[src/shared/ixp_pkg.sv]
// Constants and types shared by the sixteen-line expander design.
// Assumes a 125 MHz system clock and a two-wire link sampled by it.
package ixp_pkg;

    // Two-wire slave address: six fixed bits, the select pin is the last.
    localparam logic [5:0] SLV_ADDR_HI = 6'h10;

    // Link register map: pointer bit 0 picks the byte, the rest the word.
    localparam logic [6:0] WRD_INPUT    = 7'h00;
    localparam logic [6:0] WRD_OUTPUT   = 7'h01;
    localparam logic [6:0] WRD_POL      = 7'h02;
    localparam logic [6:0] WRD_DIR      = 7'h03;
    localparam logic [6:0] WRD_DRIVE    = 7'h04;
    localparam logic [6:0] WRD_LATCH    = 7'h05;
    localparam logic [6:0] WRD_PULL_EN  = 7'h06;
    localparam logic [6:0] WRD_PULL_UP  = 7'h07;
    localparam logic [6:0] WRD_INT_MASK = 7'h08;
    localparam logic [6:0] WRD_OD       = 7'h09;
    localparam logic [6:0] WRD_INT_STAT = 7'h0A;
    localparam logic [7:0] PTR_LAST     = 8'h15;

    // Default values restored by either reset; BITS_BYTE is the bit count of a byte.
    localparam logic [15:0] RST_OUTPUT   = 16'hFFFF;
    localparam logic [15:0] RST_POL      = 16'h0000;
    localparam logic [15:0] RST_DIR      = 16'hFFFF;
    localparam logic [15:0] RST_DRIVE    = 16'hFFFF;
    localparam logic [15:0] RST_LATCH    = 16'h0000;
    localparam logic [15:0] RST_PULL_EN  = 16'h0000;
    localparam logic [15:0] RST_PULL_UP  = 16'hFFFF;
    localparam logic [15:0] RST_INT_MASK = 16'hFFFF;
    localparam logic [1:0]  RST_OD       = 2'h0;
    localparam logic [1:0]  FRESH_CYC    = 2'h3;
    localparam logic [3:0]  BITS_BYTE    = 4'h8;

    // Wishbone map, byte addresses of aligned words.
    localparam logic [7:0] WB_STATUS = 8'h00;
    localparam logic [7:0] WB_MASK   = 8'h04;
    localparam logic [7:0] WB_PINS   = 8'h08;

    // Event bits of the status and mask registers.
    localparam int EV_CHANGE = 0;
    localparam int EV_WRITE  = 1;
    localparam int EV_READ   = 2;
    localparam int EV_W      = 3;

    // Link slave states.
    typedef enum logic [2:0] {
        SL_IDLE, SL_ADDR, SL_ACK_A, SL_WRITE, SL_ACK_W, SL_READ, SL_ACK_M
    } ixp_slv_t;

endpackage

[src/ixp_expander.sv]
// Sixteen-line expander: two-wire slave, line config, change interrupt.
// Assumes pins arrive asynchronously and a classic Wishbone master.
`timescale 1ns/1ps
module ixp_expander (
    // Clock and reset.
    input  wire logic        I_REF_CLK,
    input  wire logic        I_RST,
    // Wishbone slave.
    input  wire logic        I_WB_CYC,
    input  wire logic        I_WB_STB,
    input  wire logic        I_WB_WE,
    input  wire logic [7:0]  I_WB_ADR,
    input  wire logic [3:0]  I_WB_SEL,
    input  wire logic [31:0] I_WB_DAT,
    output logic      [31:0] O_WB_DAT,
    output logic             O_WB_ACK,
    output logic             O_IRQ,
    // Two-wire link and control pins.
    input  wire logic        I_SCL,
    input  wire logic        I_SDA,
    output logic             O_SDA,
    output logic             O_SDA_OE,
    input  wire logic        I_RESET_N,
    input  wire logic        I_ADDR_SEL,
    output logic             O_INT_N,
    output logic             O_INT_N_OE,
    // Expander lines.
    input  wire logic [15:0] I_IO,
    output logic      [15:0] O_IO,
    output logic      [15:0] O_IO_OE,
    output logic      [15:0] O_IO_PULL_EN,
    output logic      [15:0] O_IO_PULL_UP,
    output logic      [15:0] O_IO_DRIVE
);
    typedef struct packed {
        ixp_pkg::ixp_slv_t            st;
        logic                         scl_d;
        logic                         sda_d;
        logic [7:0]                   sh;
        logic [3:0]                   cnt;
        logic                         rw;
        logic                         mack;
        logic                         first;
        logic [7:0]                   ptr;
        logic [7:0]                   tx;
        logic                         sda_oe;
        logic [15:0]                  out;
        logic [15:0]                  pol;
        logic [15:0]                  dir;
        logic [15:0]                  drive;
        logic [15:0]                  latch;
        logic [15:0]                  pull_en;
        logic [15:0]                  pull_up;
        logic [15:0]                  imask;
        logic [1:0]                   od;
        logic [15:0]                  snap;
        logic [15:0]                  lflag;
        logic [15:0]                  lval;
        logic [1:0]                   fresh;
        logic                         int_oe;
        logic [ixp_pkg::EV_W-1:0]     status;
        logic [ixp_pkg::EV_W-1:0]     mask;
        logic                         ack;
        logic [31:0]                  wbdat;
        logic                         irq;
    } ixp_st_t;

    ixp_st_t     q;
    ixp_st_t     n;
    logic [19:0] sync_q;
    logic        scl_s;
    logic        sda_s;
    logic        rstn_s;
    logic        asel_s;
    logic [15:0] io_s;
    logic [15:0] in_now;
    logic [15:0] in_view;
    logic [15:0] diff;
    logic [15:0] od_mask;
    logic        int_pend;
    logic        scl_rise;
    logic        scl_fall;
    logic        start_c;
    logic        stop_c;
    logic        wb_req;

    // Defaults shared by bus reset and the reset pin.
    function automatic ixp_st_t init_state();
        ixp_st_t s;
        s         = '0;
        s.st      = ixp_pkg::SL_IDLE;
        s.scl_d   = 1'b1;
        s.sda_d   = 1'b1;
        s.out     = ixp_pkg::RST_OUTPUT;
        s.pol     = ixp_pkg::RST_POL;
        s.dir     = ixp_pkg::RST_DIR;
        s.drive   = ixp_pkg::RST_DRIVE;
        s.latch   = ixp_pkg::RST_LATCH;
        s.pull_en = ixp_pkg::RST_PULL_EN;
        s.pull_up = ixp_pkg::RST_PULL_UP;
        s.imask   = ixp_pkg::RST_INT_MASK;
        s.od      = ixp_pkg::RST_OD;
        s.fresh   = ixp_pkg::FRESH_CYC;
        return s;
    endfunction

    // Replace one byte of a word.
    function automatic logic [15:0] put(input logic [15:0] w,
                                        input logic hi,
                                        input logic [7:0] b);
        return hi ? {b, w[7:0]} : {w[15:8], b};
    endfunction

    // Link register read mux, by word index.
    function automatic logic [15:0] rd_word(input logic [6:0] w);
        case (w)
            ixp_pkg::WRD_INPUT:    rd_word = in_view;
            ixp_pkg::WRD_OUTPUT:   rd_word = q.out;
            ixp_pkg::WRD_POL:      rd_word = q.pol;
            ixp_pkg::WRD_DIR:      rd_word = q.dir;
            ixp_pkg::WRD_DRIVE:    rd_word = q.drive;
            ixp_pkg::WRD_LATCH:    rd_word = q.latch;
            ixp_pkg::WRD_PULL_EN:  rd_word = q.pull_en;
            ixp_pkg::WRD_PULL_UP:  rd_word = q.pull_up;
            ixp_pkg::WRD_INT_MASK: rd_word = q.imask;
            ixp_pkg::WRD_OD:       rd_word = {14'h0, q.od};
            ixp_pkg::WRD_INT_STAT: rd_word = diff;
            default:               rd_word = 16'h0000;
        endcase
    endfunction

    // All pins pass two flops; 125 MHz oversamples even the fast rate.
    ixp_sync #(.W(20), .RST_VAL(20'hFFFFF)) u_sync (
        .i_clk (I_REF_CLK),
        .i_rst (I_RST),
        .i_d   ({I_SCL, I_SDA, I_RESET_N, I_ADDR_SEL, I_IO}),
        .o_q   (sync_q)
    );

    // Line view, change detection and link edge detection.
    assign {scl_s, sda_s, rstn_s, asel_s, io_s} = sync_q;
    assign in_now   = io_s ^ q.pol;
    assign in_view  = (q.latch & q.lflag & q.lval)
                    | (~(q.latch & q.lflag) & in_now);
    assign diff     = (in_view ^ q.snap) & q.dir & ~q.imask;
    assign int_pend = |diff;
    assign od_mask  = {{8{q.od[1]}}, {8{q.od[0]}}};
    assign scl_rise = scl_s & ~q.scl_d;
    assign scl_fall = ~scl_s & q.scl_d;
    assign start_c  = scl_s & q.scl_d & q.sda_d & ~sda_s;
    assign stop_c   = scl_s & q.scl_d & ~q.sda_d & sda_s;
    assign wb_req   = I_WB_CYC & I_WB_STB & ~q.ack;

    // Next state of the whole block.
    always_comb begin
        logic [15:0]               bm;
        logic [15:0]               lset;
        logic [ixp_pkg::EV_W-1:0]  ev;
        logic [ixp_pkg::EV_W-1:0]  clr;
        logic                      load;
        logic [15:0]               rd_val;
        bm      = q.ptr[0] ? 16'hFF00 : 16'h00FF;
        lset    = q.latch & ~q.lflag & (in_now ^ q.snap);
        ev      = '0;
        clr     = '0;
        load    = 1'b0;
        rd_val  = rd_word(q.ptr[7:1]);
        n       = q;
        n.scl_d = scl_s;
        n.sda_d = sda_s;
        n.ack   = wb_req;
        // Link slave; bits are taken on rise, SDA moves only on fall.
        if (start_c) begin
            n.st     = ixp_pkg::SL_ADDR;
            n.cnt    = 4'h0;
            n.sda_oe = 1'b0;
        end else if (stop_c) begin
            n.st     = ixp_pkg::SL_IDLE;
            n.sda_oe = 1'b0;
        end else begin
            case (q.st)
                ixp_pkg::SL_ADDR, ixp_pkg::SL_WRITE: begin
                    if (scl_rise) begin
                        n.sh  = {q.sh[6:0], sda_s};
                        n.cnt = q.cnt + 4'h1;
                    end else if (scl_fall && q.cnt == ixp_pkg::BITS_BYTE) begin
                        n.cnt = 4'h0;
                        if (q.st == ixp_pkg::SL_WRITE) begin
                            n.sda_oe = 1'b1;
                            n.st     = ixp_pkg::SL_ACK_W;
                            n.first  = 1'b0;
                            ev[ixp_pkg::EV_WRITE] = 1'b1;
                            if (q.first) begin
                                n.ptr = q.sh;
                            end else begin
                                n.ptr = (q.ptr == ixp_pkg::PTR_LAST) ?
                                        8'h00 : q.ptr + 8'h01;
                                case (q.ptr[7:1])
                                    ixp_pkg::WRD_OUTPUT:   n.out     = put(q.out, q.ptr[0], q.sh);
                                    ixp_pkg::WRD_POL:      n.pol     = put(q.pol, q.ptr[0], q.sh);
                                    ixp_pkg::WRD_DIR:      n.dir     = put(q.dir, q.ptr[0], q.sh);
                                    ixp_pkg::WRD_DRIVE:    n.drive   = put(q.drive, q.ptr[0], q.sh);
                                    ixp_pkg::WRD_LATCH:    n.latch   = put(q.latch, q.ptr[0], q.sh);
                                    ixp_pkg::WRD_PULL_EN:  n.pull_en = put(q.pull_en, q.ptr[0], q.sh);
                                    ixp_pkg::WRD_PULL_UP:  n.pull_up = put(q.pull_up, q.ptr[0], q.sh);
                                    ixp_pkg::WRD_INT_MASK: n.imask   = put(q.imask, q.ptr[0], q.sh);
                                    ixp_pkg::WRD_OD: begin
                                        if (!q.ptr[0]) begin
                                            n.od = q.sh[1:0];
                                        end
                                    end
                                    default: begin
                                    end
                                endcase
                            end
                        end else if (q.sh[7:1] == {ixp_pkg::SLV_ADDR_HI,
                                                  asel_s}) begin
                            n.sda_oe = 1'b1;
                            n.rw     = q.sh[0];
                            n.st     = ixp_pkg::SL_ACK_A;
                        end else begin
                            n.st = ixp_pkg::SL_IDLE;
                        end
                    end
                end
                ixp_pkg::SL_ACK_A: begin
                    if (scl_fall) begin
                        n.sda_oe = 1'b0;
                        n.first  = 1'b1;
                        n.st     = ixp_pkg::SL_WRITE;
                        load     = q.rw;
                    end
                end
                ixp_pkg::SL_ACK_W: begin
                    if (scl_fall) begin
                        n.sda_oe = 1'b0;
                        n.st     = ixp_pkg::SL_WRITE;
                    end
                end
                ixp_pkg::SL_READ: begin
                    if (scl_rise) begin
                        n.cnt = q.cnt + 4'h1;
                    end else if (scl_fall && q.cnt == ixp_pkg::BITS_BYTE) begin
                        n.sda_oe = 1'b0;
                        n.cnt    = 4'h0;
                        n.st     = ixp_pkg::SL_ACK_M;
                    end else if (scl_fall) begin
                        n.tx     = {q.tx[6:0], 1'b0};
                        n.sda_oe = ~q.tx[6];
                    end
                end
                ixp_pkg::SL_ACK_M: begin
                    if (scl_rise) begin
                        n.mack = ~sda_s;
                        if (!sda_s) begin
                            n.ptr = (q.ptr == ixp_pkg::PTR_LAST) ?
                                    8'h00 : q.ptr + 8'h01;
                        end
                    end else if (scl_fall) begin
                        load = q.mack;
                        n.st = q.mack ? ixp_pkg::SL_READ : ixp_pkg::SL_IDLE;
                    end
                end
                default: begin
                end
            endcase
        end
        // Loading a byte for the master; an input read re-arms the change.
        if (load) begin
            n.tx     = q.ptr[0] ? rd_val[15:8] : rd_val[7:0];
            n.sda_oe = q.ptr[0] ? ~rd_val[15] : ~rd_val[7];
            n.st     = ixp_pkg::SL_READ;
            n.cnt    = 4'h0;
            ev[ixp_pkg::EV_READ] = 1'b1;
            if (q.ptr[7:1] == ixp_pkg::WRD_INPUT) begin
                n.snap  = (q.snap & ~bm) | (in_view & bm);
                n.lflag = q.lflag & ~bm;
            end
        end
        // Latch capture is applied after the read clear, so a new change wins.
        n.lflag = n.lflag | lset;
        n.lval  = (q.lval & ~lset) | (in_now & lset);
        // The snapshot follows the lines while the synchronisers settle.
        if (q.fresh != 2'h0) begin
            n.fresh = q.fresh - 2'h1;
            n.snap  = in_now;
        end
        // Open-drain interrupt pulls low while a difference stands.
        n.int_oe = int_pend & (q.fresh == 2'h0);
        ev[ixp_pkg::EV_CHANGE] = n.int_oe & ~q.int_oe;
        // Wishbone access; the answer comes one cycle after the request.
        if (wb_req) begin
            n.wbdat = 32'h0000_0000;
            if (I_WB_WE) begin
                if (I_WB_ADR == ixp_pkg::WB_MASK && I_WB_SEL[0]) begin
                    n.mask = I_WB_DAT[ixp_pkg::EV_W-1:0];
                end
            end else begin
                case (I_WB_ADR)
                    ixp_pkg::WB_STATUS: begin
                        n.wbdat[ixp_pkg::EV_W-1:0] = q.status;
                        clr = '1;
                    end
                    ixp_pkg::WB_MASK: n.wbdat[ixp_pkg::EV_W-1:0] = q.mask;
                    ixp_pkg::WB_PINS: n.wbdat = {in_now, q.out};
                    default: n.wbdat = 32'h0000_0000;
                endcase
            end
        end
        // A fresh event beats the clear-on-read of the same cycle.
        n.status = (q.status & ~clr) | ev;
        n.irq    = |(n.status & n.mask);
        // The reset pin restores every default and restarts the slave.
        if (!rstn_s) begin
            n = init_state();
        end
    end

    // State register.
    always_ff @(posedge I_REF_CLK) begin
        if (I_RST) begin
            q <= init_state();
        end else begin
            q <= n;
        end
    end

    // Outputs; open-drain lines only ever pull low.
    assign O_WB_DAT     = q.wbdat;
    assign O_WB_ACK     = q.ack;
    assign O_IRQ        = q.irq;
    assign O_SDA        = 1'b0;
    assign O_SDA_OE     = q.sda_oe;
    assign O_INT_N      = 1'b0;
    assign O_INT_N_OE   = q.int_oe;
    assign O_IO         = q.out;
    assign O_IO_OE      = ~q.dir & ~(od_mask & q.out);
    assign O_IO_PULL_EN = q.pull_en;
    assign O_IO_PULL_UP = q.pull_up;
    assign O_IO_DRIVE   = q.drive;
endmodule

[src/ixp_sync.sv]
// Two-flop synchroniser for a group of asynchronous pins.
// Assumes the pins are static long enough to be sampled twice.
`timescale 1ns/1ps
module ixp_sync #(
    parameter int            W       = 1,
    parameter logic [W-1:0]  RST_VAL = '1
) (
    // Clock and reset.
    input  wire logic         i_clk,
    input  wire logic         i_rst,
    // Pins in, settled copy out.
    input  wire logic [W-1:0] i_d,
    output logic      [W-1:0] o_q
);
    typedef struct packed {
        logic [W-1:0] s1;
        logic [W-1:0] s2;
    } ixp_sync_st_t;

    ixp_sync_st_t q;
    ixp_sync_st_t n;

    // The first stage feeds only the second, so metastability stays inside.
    always_comb begin
        n    = q;
        n.s1 = i_d;
        n.s2 = q.s1;
    end

    // State register.
    always_ff @(posedge i_clk) begin
        if (i_rst) begin
            q <= {RST_VAL, RST_VAL};
        end else begin
            q <= n;
        end
    end

    assign o_q = q.s2;
endmodule

[config.mk]
export PLATFORM = sky130hd
export DESIGN_NAME = ixp_expander
export DESIGN_NICKNAME = d
export VERILOG_FILES = /design/src/shared/ixp_pkg.sv /design/src/ixp_expander.sv /design/src/ixp_sync.sv
export SDC_FILE = /design/constraint.sdc
export NUM_CORES = 1
export LEC_CHECK = 0
export ABC_AREA = 1
export ABC_CLOCK_PERIOD_IN_PS = 3700
export BUFFER_PORTS_ARGS = -buffer_cell sky130_fd_sc_hd__buf_2
export CAP_MARGIN = 15
export CORE_ASPECT_RATIO = 1.5
export CORE_MARGIN = 2
export CORE_UTILIZATION = 59
export CTS_BUF_LIST = sky130_fd_sc_hd__clkbuf_4 sky130_fd_sc_hd__clkbuf_8
export DETAILED_ROUTE_END_ITERATION = 10
export HOLD_SLACK_MARGIN = 0.05
export PLACE_DENSITY = 0.87
export SETUP_SLACK_MARGIN = 0.5
export SYNTH_ARGS = -nofsm -noshare
export SYNTH_HDL_FRONTEND = slang
export SYNTH_HIERARCHICAL = 1
export SYNTH_SLANG_ARGS = --single-unit
[constraint.sdc]
create_clock -name I_REF_CLK -period 3.7 [get_ports I_REF_CLK]
set_clock_uncertainty 0.15 [all_clocks]
set_input_delay 0.74 -clock I_REF_CLK [delete_from_list [all_inputs] [get_ports I_REF_CLK]]
set_output_delay 0.74 -clock I_REF_CLK [all_outputs]
set_load 0.005 [all_outputs]
# Word level (Yosys, flattened, before mapping)
# Index checks and enable logic that the tools add are counted.
# op_classes
addsub,3
n_eq_ne,47
mux,96
n_bitwise,59
n_reduce_logical,51
# op_table
op,count
$mux 16,18
$mux 131,2
$mux 130,2
$and 16x16->16,14
$pmux 16 s11,1
$reduce_and 9->1,17
$not 16->16,7
$mux 32,3
$or 16x16->16,4
$mux 8,7
$mux 3,18
$xor 16x16->16,3
$mux 7,5
$ne 5x5->1 const B,6
$mux 29,1
$eq 7x3->1 const B,4
$mux 9,3
$reduce_and 8->1,3
$mux 1,22
$eq 7x4->1 const B,3
$reduce_and 7->1,3
$ne 2x2->1 const B,10
$not 1->1,16
$pmux 8 s2,1
45 further kinds,83
# word_totals
ff_bits,297
out_inout_bits,118

# Depth between registers and ports, before layout
# Gate-level depths: netlist of run 1.
# logic_depth
word_depth,13
ltp_mapped,16
mapped_depth_nobuf,16

# Modules after synthesis
# The synthesis of run 1 kept the hierarchy.
# by_module_without_submodules
module,instances,cells_per_inst,area_per_inst_um2
ixp_expander,1,1972,13350.3
ixp_sync,1,125,1161.1

# Worst setup path after synthesis of run 1
# Ideal clock, no wire load.
# synth_path
path_kind,input to register
startpoint,input I_WB_ADR[1]
endpoint,register q (netlist bit O_WB_DAT[31])
t_arrival_ns,2.017
slack_ns,1.462
stages,9
cell_sequence,nor2_1 > nand2_1 > nor3_1 > nand2_1 > inv_1 > clkbuf_1 > buf_2 > nand2_1 > a21oi_1
# synth_via
elab_chain_len,3
# synth_rtl
item,line_no,text
"start, declared",ixp_expander.sv:12,"input wire logic [7:0] I_WB_ADR,"
$eq 8x4->1,ixp_expander.sv:299,case (I_WB_ADR)
$mux 29,ixp_expander.sv:299,
$mux 32,ixp_expander.sv:294,if (I_WB_WE) begin
"end signal, assigned",ixp_expander.sv:322,q <= init_state();
"end signal, assigned",ixp_expander.sv:324,q <= n;
"end, declared",ixp_expander.sv:68,ixp_st_t q;
# No other way between the ends.
# A chain may end at the register's enable or synchronous reset.

# Final worst setup path of run 1
# layout_path
startpoint,register q[241] (netlist bit)
endpoint,register q (netlist bit O_IO_PULL_EN[10])
# layout_via
elab_chain_len,3
# layout_rtl
item,line_no,text
$eq 4x4->1,ixp_expander.sv:186,end else if (scl_fall && q.cnt == ixp_pkg::BITS_BYTE) begin
$logic_and 1x1->1,ixp_expander.sv:186,
$reduce_and 9->1 (no source line),-,
# No other way between the ends.

==> impl_metrics.toml, run 1 <==
[run_status]
outcome = "finished, final reports clean"

[drt]
wirelength_mm = 48.8
post_drt_wl_per_cell_um = 19.6
drc = 0
ant_nets = 0
vias = 14607
first_iter_violations = 1277
drt-pass1-iter-count = 5
viasPerCell = 5.86

[floorplan]
initial_utilization_pct = 59.8
die_h_um = 196
coreArea_um2 = 24300
io-pin-count = 187
fp-row-count = 70
die_w_um = 132
die-area_um2 = 25900

[sta]
setup_viol = 0
rsz0062_at_grt = "no"
max-slew-margin-rel_pct = 23.6
fin_crit_sh_pct = 79.3
totalNegativeSetupSlack_ps = 0
hold_viol = 0
fmax_ghz = 0.341
setup_slack_ps = 767
fin_crit_ps = 2930
worstMarginPinSlew_ps = 1150
drv_slew = 0

[cts]
htree_levels = 2
cts_tree = "done"
clk_path_buf_depth = 3
cts.sinks = 297
clk-insertion-delay-late_ps = 580
numCtsBuffers = 44
cts-root-buf = "clkbuf_8"
cts-hold-fix-buffers = 0
cts_resized = 0
cts_setup_buffers = 0
path_clk_slew_ps = 70

[worst_setup_path]
worst-path-max-fanout = 16
startpoint_type = "flip-flop"
crit_family = "simple AND/OR/NAND/NOR gates"
slowest_stage = "nor3_2"
cp.arrival_ps = 3280
max_stage_delay_ps = 670
critPathCaptureType = "flip-flop"
critPathKind = "flip-flop to flip-flop"
crit_buf_inv = 2
required_ps = 4050
path_cells = "inv_1 > ha_1 > nand3_1 > nor2_2 > inv_2 > nor3_4 > nand4_2 > nor3_2 > o21ai_0 > a21oi_1"

[finish]
antennaDiodeCount = 0
regArea_um2 = 5950
instances_no_fill = 2494
fin_nets = 2210
multi_input_area_um2 = 6510
fin_util_pct = 65.0
fillCellCount = 2212
final_cell_mix = "nand2_1 (613), dfxtp_1 (297), inv_1 (236), a21oi_1 (181), buf_2 (152)"
layout_commonest_cell = "nand2_1"
area_growth_pct = 8.73
drive_gt1_share_pct = 13.3

[global_route]
grt_max_degree = 180
grt_pass1_vias = 13826
use_met2_pct = 62.5
grt_overflow = 0
globalRouteMet3Util_pct = 6.12
top_usage_layer = "met2"
grtUsageMet1_pct = 42.3
grt.total_usage_pct = 37.6
antenna_found_initial = 0
grt_pass1_wl_mm = 75.4

[logic_synthesis]
ys_types = 42
ys_top_cells_by_area = "dfxtp_1 (41%), nand2_1 (16%), a21oi_1 (6.2%)"
synthCells = 2097
synth_top_area_cell = "dfxtp_1"
ys_async_sr_fraction_pct = 0
synth_edf_count = 0
synth_top_area_share_pct = 41.0
seq_area_frac_synth_pct = 41.0
synth_warnings = 6
synth_ff_type = "dfxtp_1"
yosys_register_bits = 297
syn_area_um2 = 14500
syn_area_per_cell_um2 = 6.92

[power_and_ir_drop]
cellLeakagePower_nw = 7.54
power_density_nw_per_um2 = 494
ir_drop_v = 0.000318

[worst_hold_path]
worstHoldPathType = "input pin to flip-flop"

[run]
maxCapViolCount = 0

[placed_design]
io_buffers = 152
dpl.hpwl_mm = 35.0
place_ws_ps = 843
dpl.cell_count = 2414
place.gp.congestion = 0.988
synth_stat cells (all sizes together) (3+ instances only):
cell,instances
clkbuf,54
o221ai,14
dfxtp,297
clkinv,8
inv,243
nor2,117
o21ai,117
buf,130
o2111ai,14
nand4,44
nand2,617
ha,5
o211ai,84
a21oi,181
nor3,23
o22ai,10
nand3,115
a31oi,3
a211oi,7
where the power goes:
part	switching, W	leakage [nW]	internal, W
combinational	0.00102	4.58	0.000383
clock	0.00130	0.547	0.00176
sequential	0.0000695	2.41	0.00327
total	0.00239	7.54	0.00541
cell families (layout without fill, tap and decap cells):
kind of cell    Yosys count  count (layout)  synth area share, %
buf+inv                 435             507                 14.3
xor+xnor                  2               2                0.121
fa+ha+maj                 5               5                0.431
simple gates            922             922                 26.7
compound gates          435             435                 17.5
other cells               1               2               0.0258
flops                   297             297                 41.0
area by class of cell:
| cell class | count | area share [%] |
|---|---|---|
| clock buffer | 70 | 5.71 |
| sequential | 297 | 37.7 |
| clock inverter | 10 | 0.793 |
| inverter | 251 | 5.97 |
| timing repair buffer | 176 | 6.04 |
| multi-input combinational | 1366 | 41.2 |
| tap | 324 | 2.57 |
stage by stage:
| step | total power (W) | cell area (um^2) | hold WS [ps] |
|---|---|---|---|
| after detailed placement | 0.00476 | 14800 | 248 |
| after global routing | 0.00807 | 15800 | 194 |
| after CTS | 0.00777 | 15800 | 179 |
| after floorplan | 0.00429 | 14500 | 237 |
| final | 0.00780 | 15800 | 197 |
| after global placement | 0.00474 | 14800 | 239 |
per-layer routing:
layer	vias up	part of all wire, %	routed length, um
li1	6858	-	-
met1	6756	36	17600
met2	760	47	22900
met3	233	7.5	3680
met4	0	9.3	4560
met5	-	0	0
worst min-delay path: cells and delay by family:
family	cells	cell delay (ps)
simple gates	1	40
buf+inv	2	100
final timing paths:
check | startpoint | end | slack (ps) | cells after the start
max | q[241] | O_IO_PULL_EN[10] | 770 | 10
min reg2reg | u_sync/n[10] | u_sync/o_q[10] | 250 | 2
min | I_SDA | u_sync/n[18] | 200 | 3
max reg2reg | q[241] | O_IO_PULL_EN[10] | 770 | 10
registers in the layout, summed over array words and instances, names as in the netlist, named ones only:
register / flops
O_WB_ACK: 1
O_SDA_OE: 1
O_IO_PULL_UP: 16
q: 139
O_IO_DRIVE: 16
u_sync/o_q: 20
od_mask: 2
O_IRQ: 1
O_INT_N_OE: 1
O_IO: 16
u_sync/n: 20
O_IO_PULL_EN: 16
O_WB_DAT: 32
Power figures use the tool's default switching activity.
==> inputs of run 2 (changes only) <==
- ABC_AREA: 1 -> 0
- ABC_CLOCK_PERIOD_IN_PS: 3700 -> 2600
- CORE_UTILIZATION: 59 -> 54
- PLACE_DENSITY: 0.87 -> 0.84
- clock period: 3.7 -> 2.6 ns (I/O delays scaled with it)
==> impl_metrics.toml, run 2 <==
[logic_synthesis]
ys_top_cells_by_area = "dfxtp_1 (41%), nand2_1 (7.3%), mux2i_1 (5.6%)"
synthTopCellsByCount = "dfxtp_1 (297), nand2_1 (286), nor2_1 (167)"
yosys_register_bits = 297
ys_async_sr_fraction_pct = 0
seq_area_frac_synth_pct = 40.7
syn_area_per_cell_um2 = 8.18
synth_ff_type = "dfxtp_1"
synth_top_area_share_pct = 40.7
synth.most_common_cell = "dfxtp_1"
synth_top_area_cell = "dfxtp_1"
synthCells = 1786
synth_warnings = 6
synth_edf_count = 0
syn_area_um2 = 14600
ys_types = 77

[sta]
fin_crit_ps = 2480
fin_crit_sh_pct = 95.2
totalNegativeSetupSlack_ps = 0
max-slew-margin-rel_pct = 53.9
worstMarginPinSlew_ps = 690
fmax_ghz = 0.404
setup_viol = 0
hold_viol = 0
drv_slew = 0
rsz0062_at_grt = "yes"
setup_slack_ps = 124

[worst_setup_path]
startpoint_type = "flip-flop"
required_ps = 2940
cp.arrival_ps = 2820
worst-path-max-fanout = 8
critPathKind = "flip-flop to flip-flop"
r2r_cells = 9
critPathCaptureType = "flip-flop"

[finish]
drive_gt1_share_pct = 37.6
fin_util_pct = 74.3
largest_reg_flops = 139
layout_commonest_cell = "dfxtp_1"
fillCellCount = 1781
area_growth_pct = 35.1
final_cell_mix = "dfxtp_1 (263), nand2_1 (221), buf_4 (162), nor2_1 (157), buf_2 (152)"
largest_register = "q"
fin_nets = 2110

[drt]
wirelength_mm = 64.1
drc = 0
ant_nets = 0
drt-pass1-iter-count = 6
first_iter_violations = 1541
viasPerCell = 6.49
vias = 15637
post_drt_wl_per_cell_um = 26.6

[cts]
cts.sinks = 297
numCtsBuffers = 45
path_clk_slew_ps = 80
cts-root-buf = "clkbuf_8"
cts_tree = "done"
htree_levels = 2
clk_path_buf_depth = 3
clk-insertion-delay-late_ps = 640

[floorplan]
io-pin-count = 187
die_h_um = 205
die_w_um = 138
coreArea_um2 = 26600
initial_utilization_pct = 55.0
fp-row-count = 73
die-area_um2 = 28400

[global_route]
grt_overflow = 0
grt_pass1_vias = 14527
grt.total_usage_pct = 40.0
antenna_found_initial = 0
grt_pass1_wl_mm = 86.7
grt_max_degree = 72

[placed_design]
place.gp.congestion = 1.02
dpl.hpwl_mm = 39.1
io_buffers = 152
place_ws_ps = 49.3

[power_and_ir_drop]
cellLeakagePower_nw = 8.09
ir_drop_v = 0.000408
power_density_nw_per_um2 = 483

[worst_hold_path]
worstHoldPathType = "input pin to flip-flop"
min_path_cells = 3

[run_status]
outcome = "finished, final reports clean"

[run]
maxCapViolCount = 0
==> run 2: per-layer routing <==
metal	global-route usage [%]	vias to the layer above	share of wire (%)
met4	35.4	0	11
met2	67.7	1166	46
met5	0	-	0
met1	42.8	7423	32
met3	7.24	421	11
li1	-	6627	-
==> run 2: cell families after synthesis <==
| logic type | Yosys count | synth area share [%] |
|---|---|---|
| and+or+nand+nor | 783 | 25.9 |
| AOI/OAI and AO/OA | 325 | 14.3 |
| DFF | 297 | 40.7 |
| buffers and inverters | 225 | 8.49 |
| muxes | 98 | 7.08 |
| xor gates and xnor gates | 52 | 3.12 |
| adders and majority gates | 5 | 0.428 |
| other | 1 | 0.0257 |
==> run 2: path summary, 6_finish.rpt <==
| path | start | end | slack, ps |
|---|---|---|---|
| hold reg to reg | u_sync/n[14] | u_sync/o_q[14] | 250 |
| hold / removal | I_WB_DAT[0] | q[34] | 70 |
| setup / recovery | q[235] | q[80] | 120 |
| setup reg to reg | q[235] | q[80] | 120 |
==> run 2: area by class of cell <==
| class | count | area, um^2 | area share, % |
|---|---|---|---|
| diodes | 1 | 2.50 | 0.0127 |
| clock buffers | 70 | 888 | 4.50 |
| clock inverters | 13 | 105 | 0.532 |
| inverters | 14 | 57.6 | 0.291 |
| multi-input cells | 1265 | 8860 | 44.9 |
| flip-flops and latches | 297 | 6000 | 30.4 |
| well taps | 337 | 422 | 2.14 |
| repair buffers | 413 | 3410 | 17.3 |
==> run 2: per-stage QoR <==
step                instances  area (um^2)  hold WS [ps]  power, W
floorplan                1787        14900           233   0.00502
global placement         2222        16200           235   0.00517
detailed placement       2222        16200           239   0.00519
CTS                      2382        18700          66.3   0.00940
global route             2409        19700           127   0.00972
finish                   2410        19700          74.9   0.00954
==> run 2: repair_timing <==
action	in CTS	in global routing
setup buffers	45	26
gates resized for setup	170	208
gates cloned	10	1
endpoints found under the hold margin	22	0
setup endpoints to repair	189	188
pin swaps	61	90
hold buffers	22	0
==> run 2: where the power goes <==
part           switching, W  leakage, nW  internal (W)
clock               0.00202        0.529       0.00230
combinational      0.000336         5.14      0.000220
sequential        0.0000690         2.42       0.00460
total               0.00242         8.09       0.00712
==> run 2: worst max-delay path: stages (launching register included) <==
cell and delay [ps]:
dfxtp_2 350, or4_4 530, buf_12 160, nor3_4 150, buf_12 150, nand3_4 130
buf_6 190, buf_16 140, mux2i_1 270, a211oi_1 150
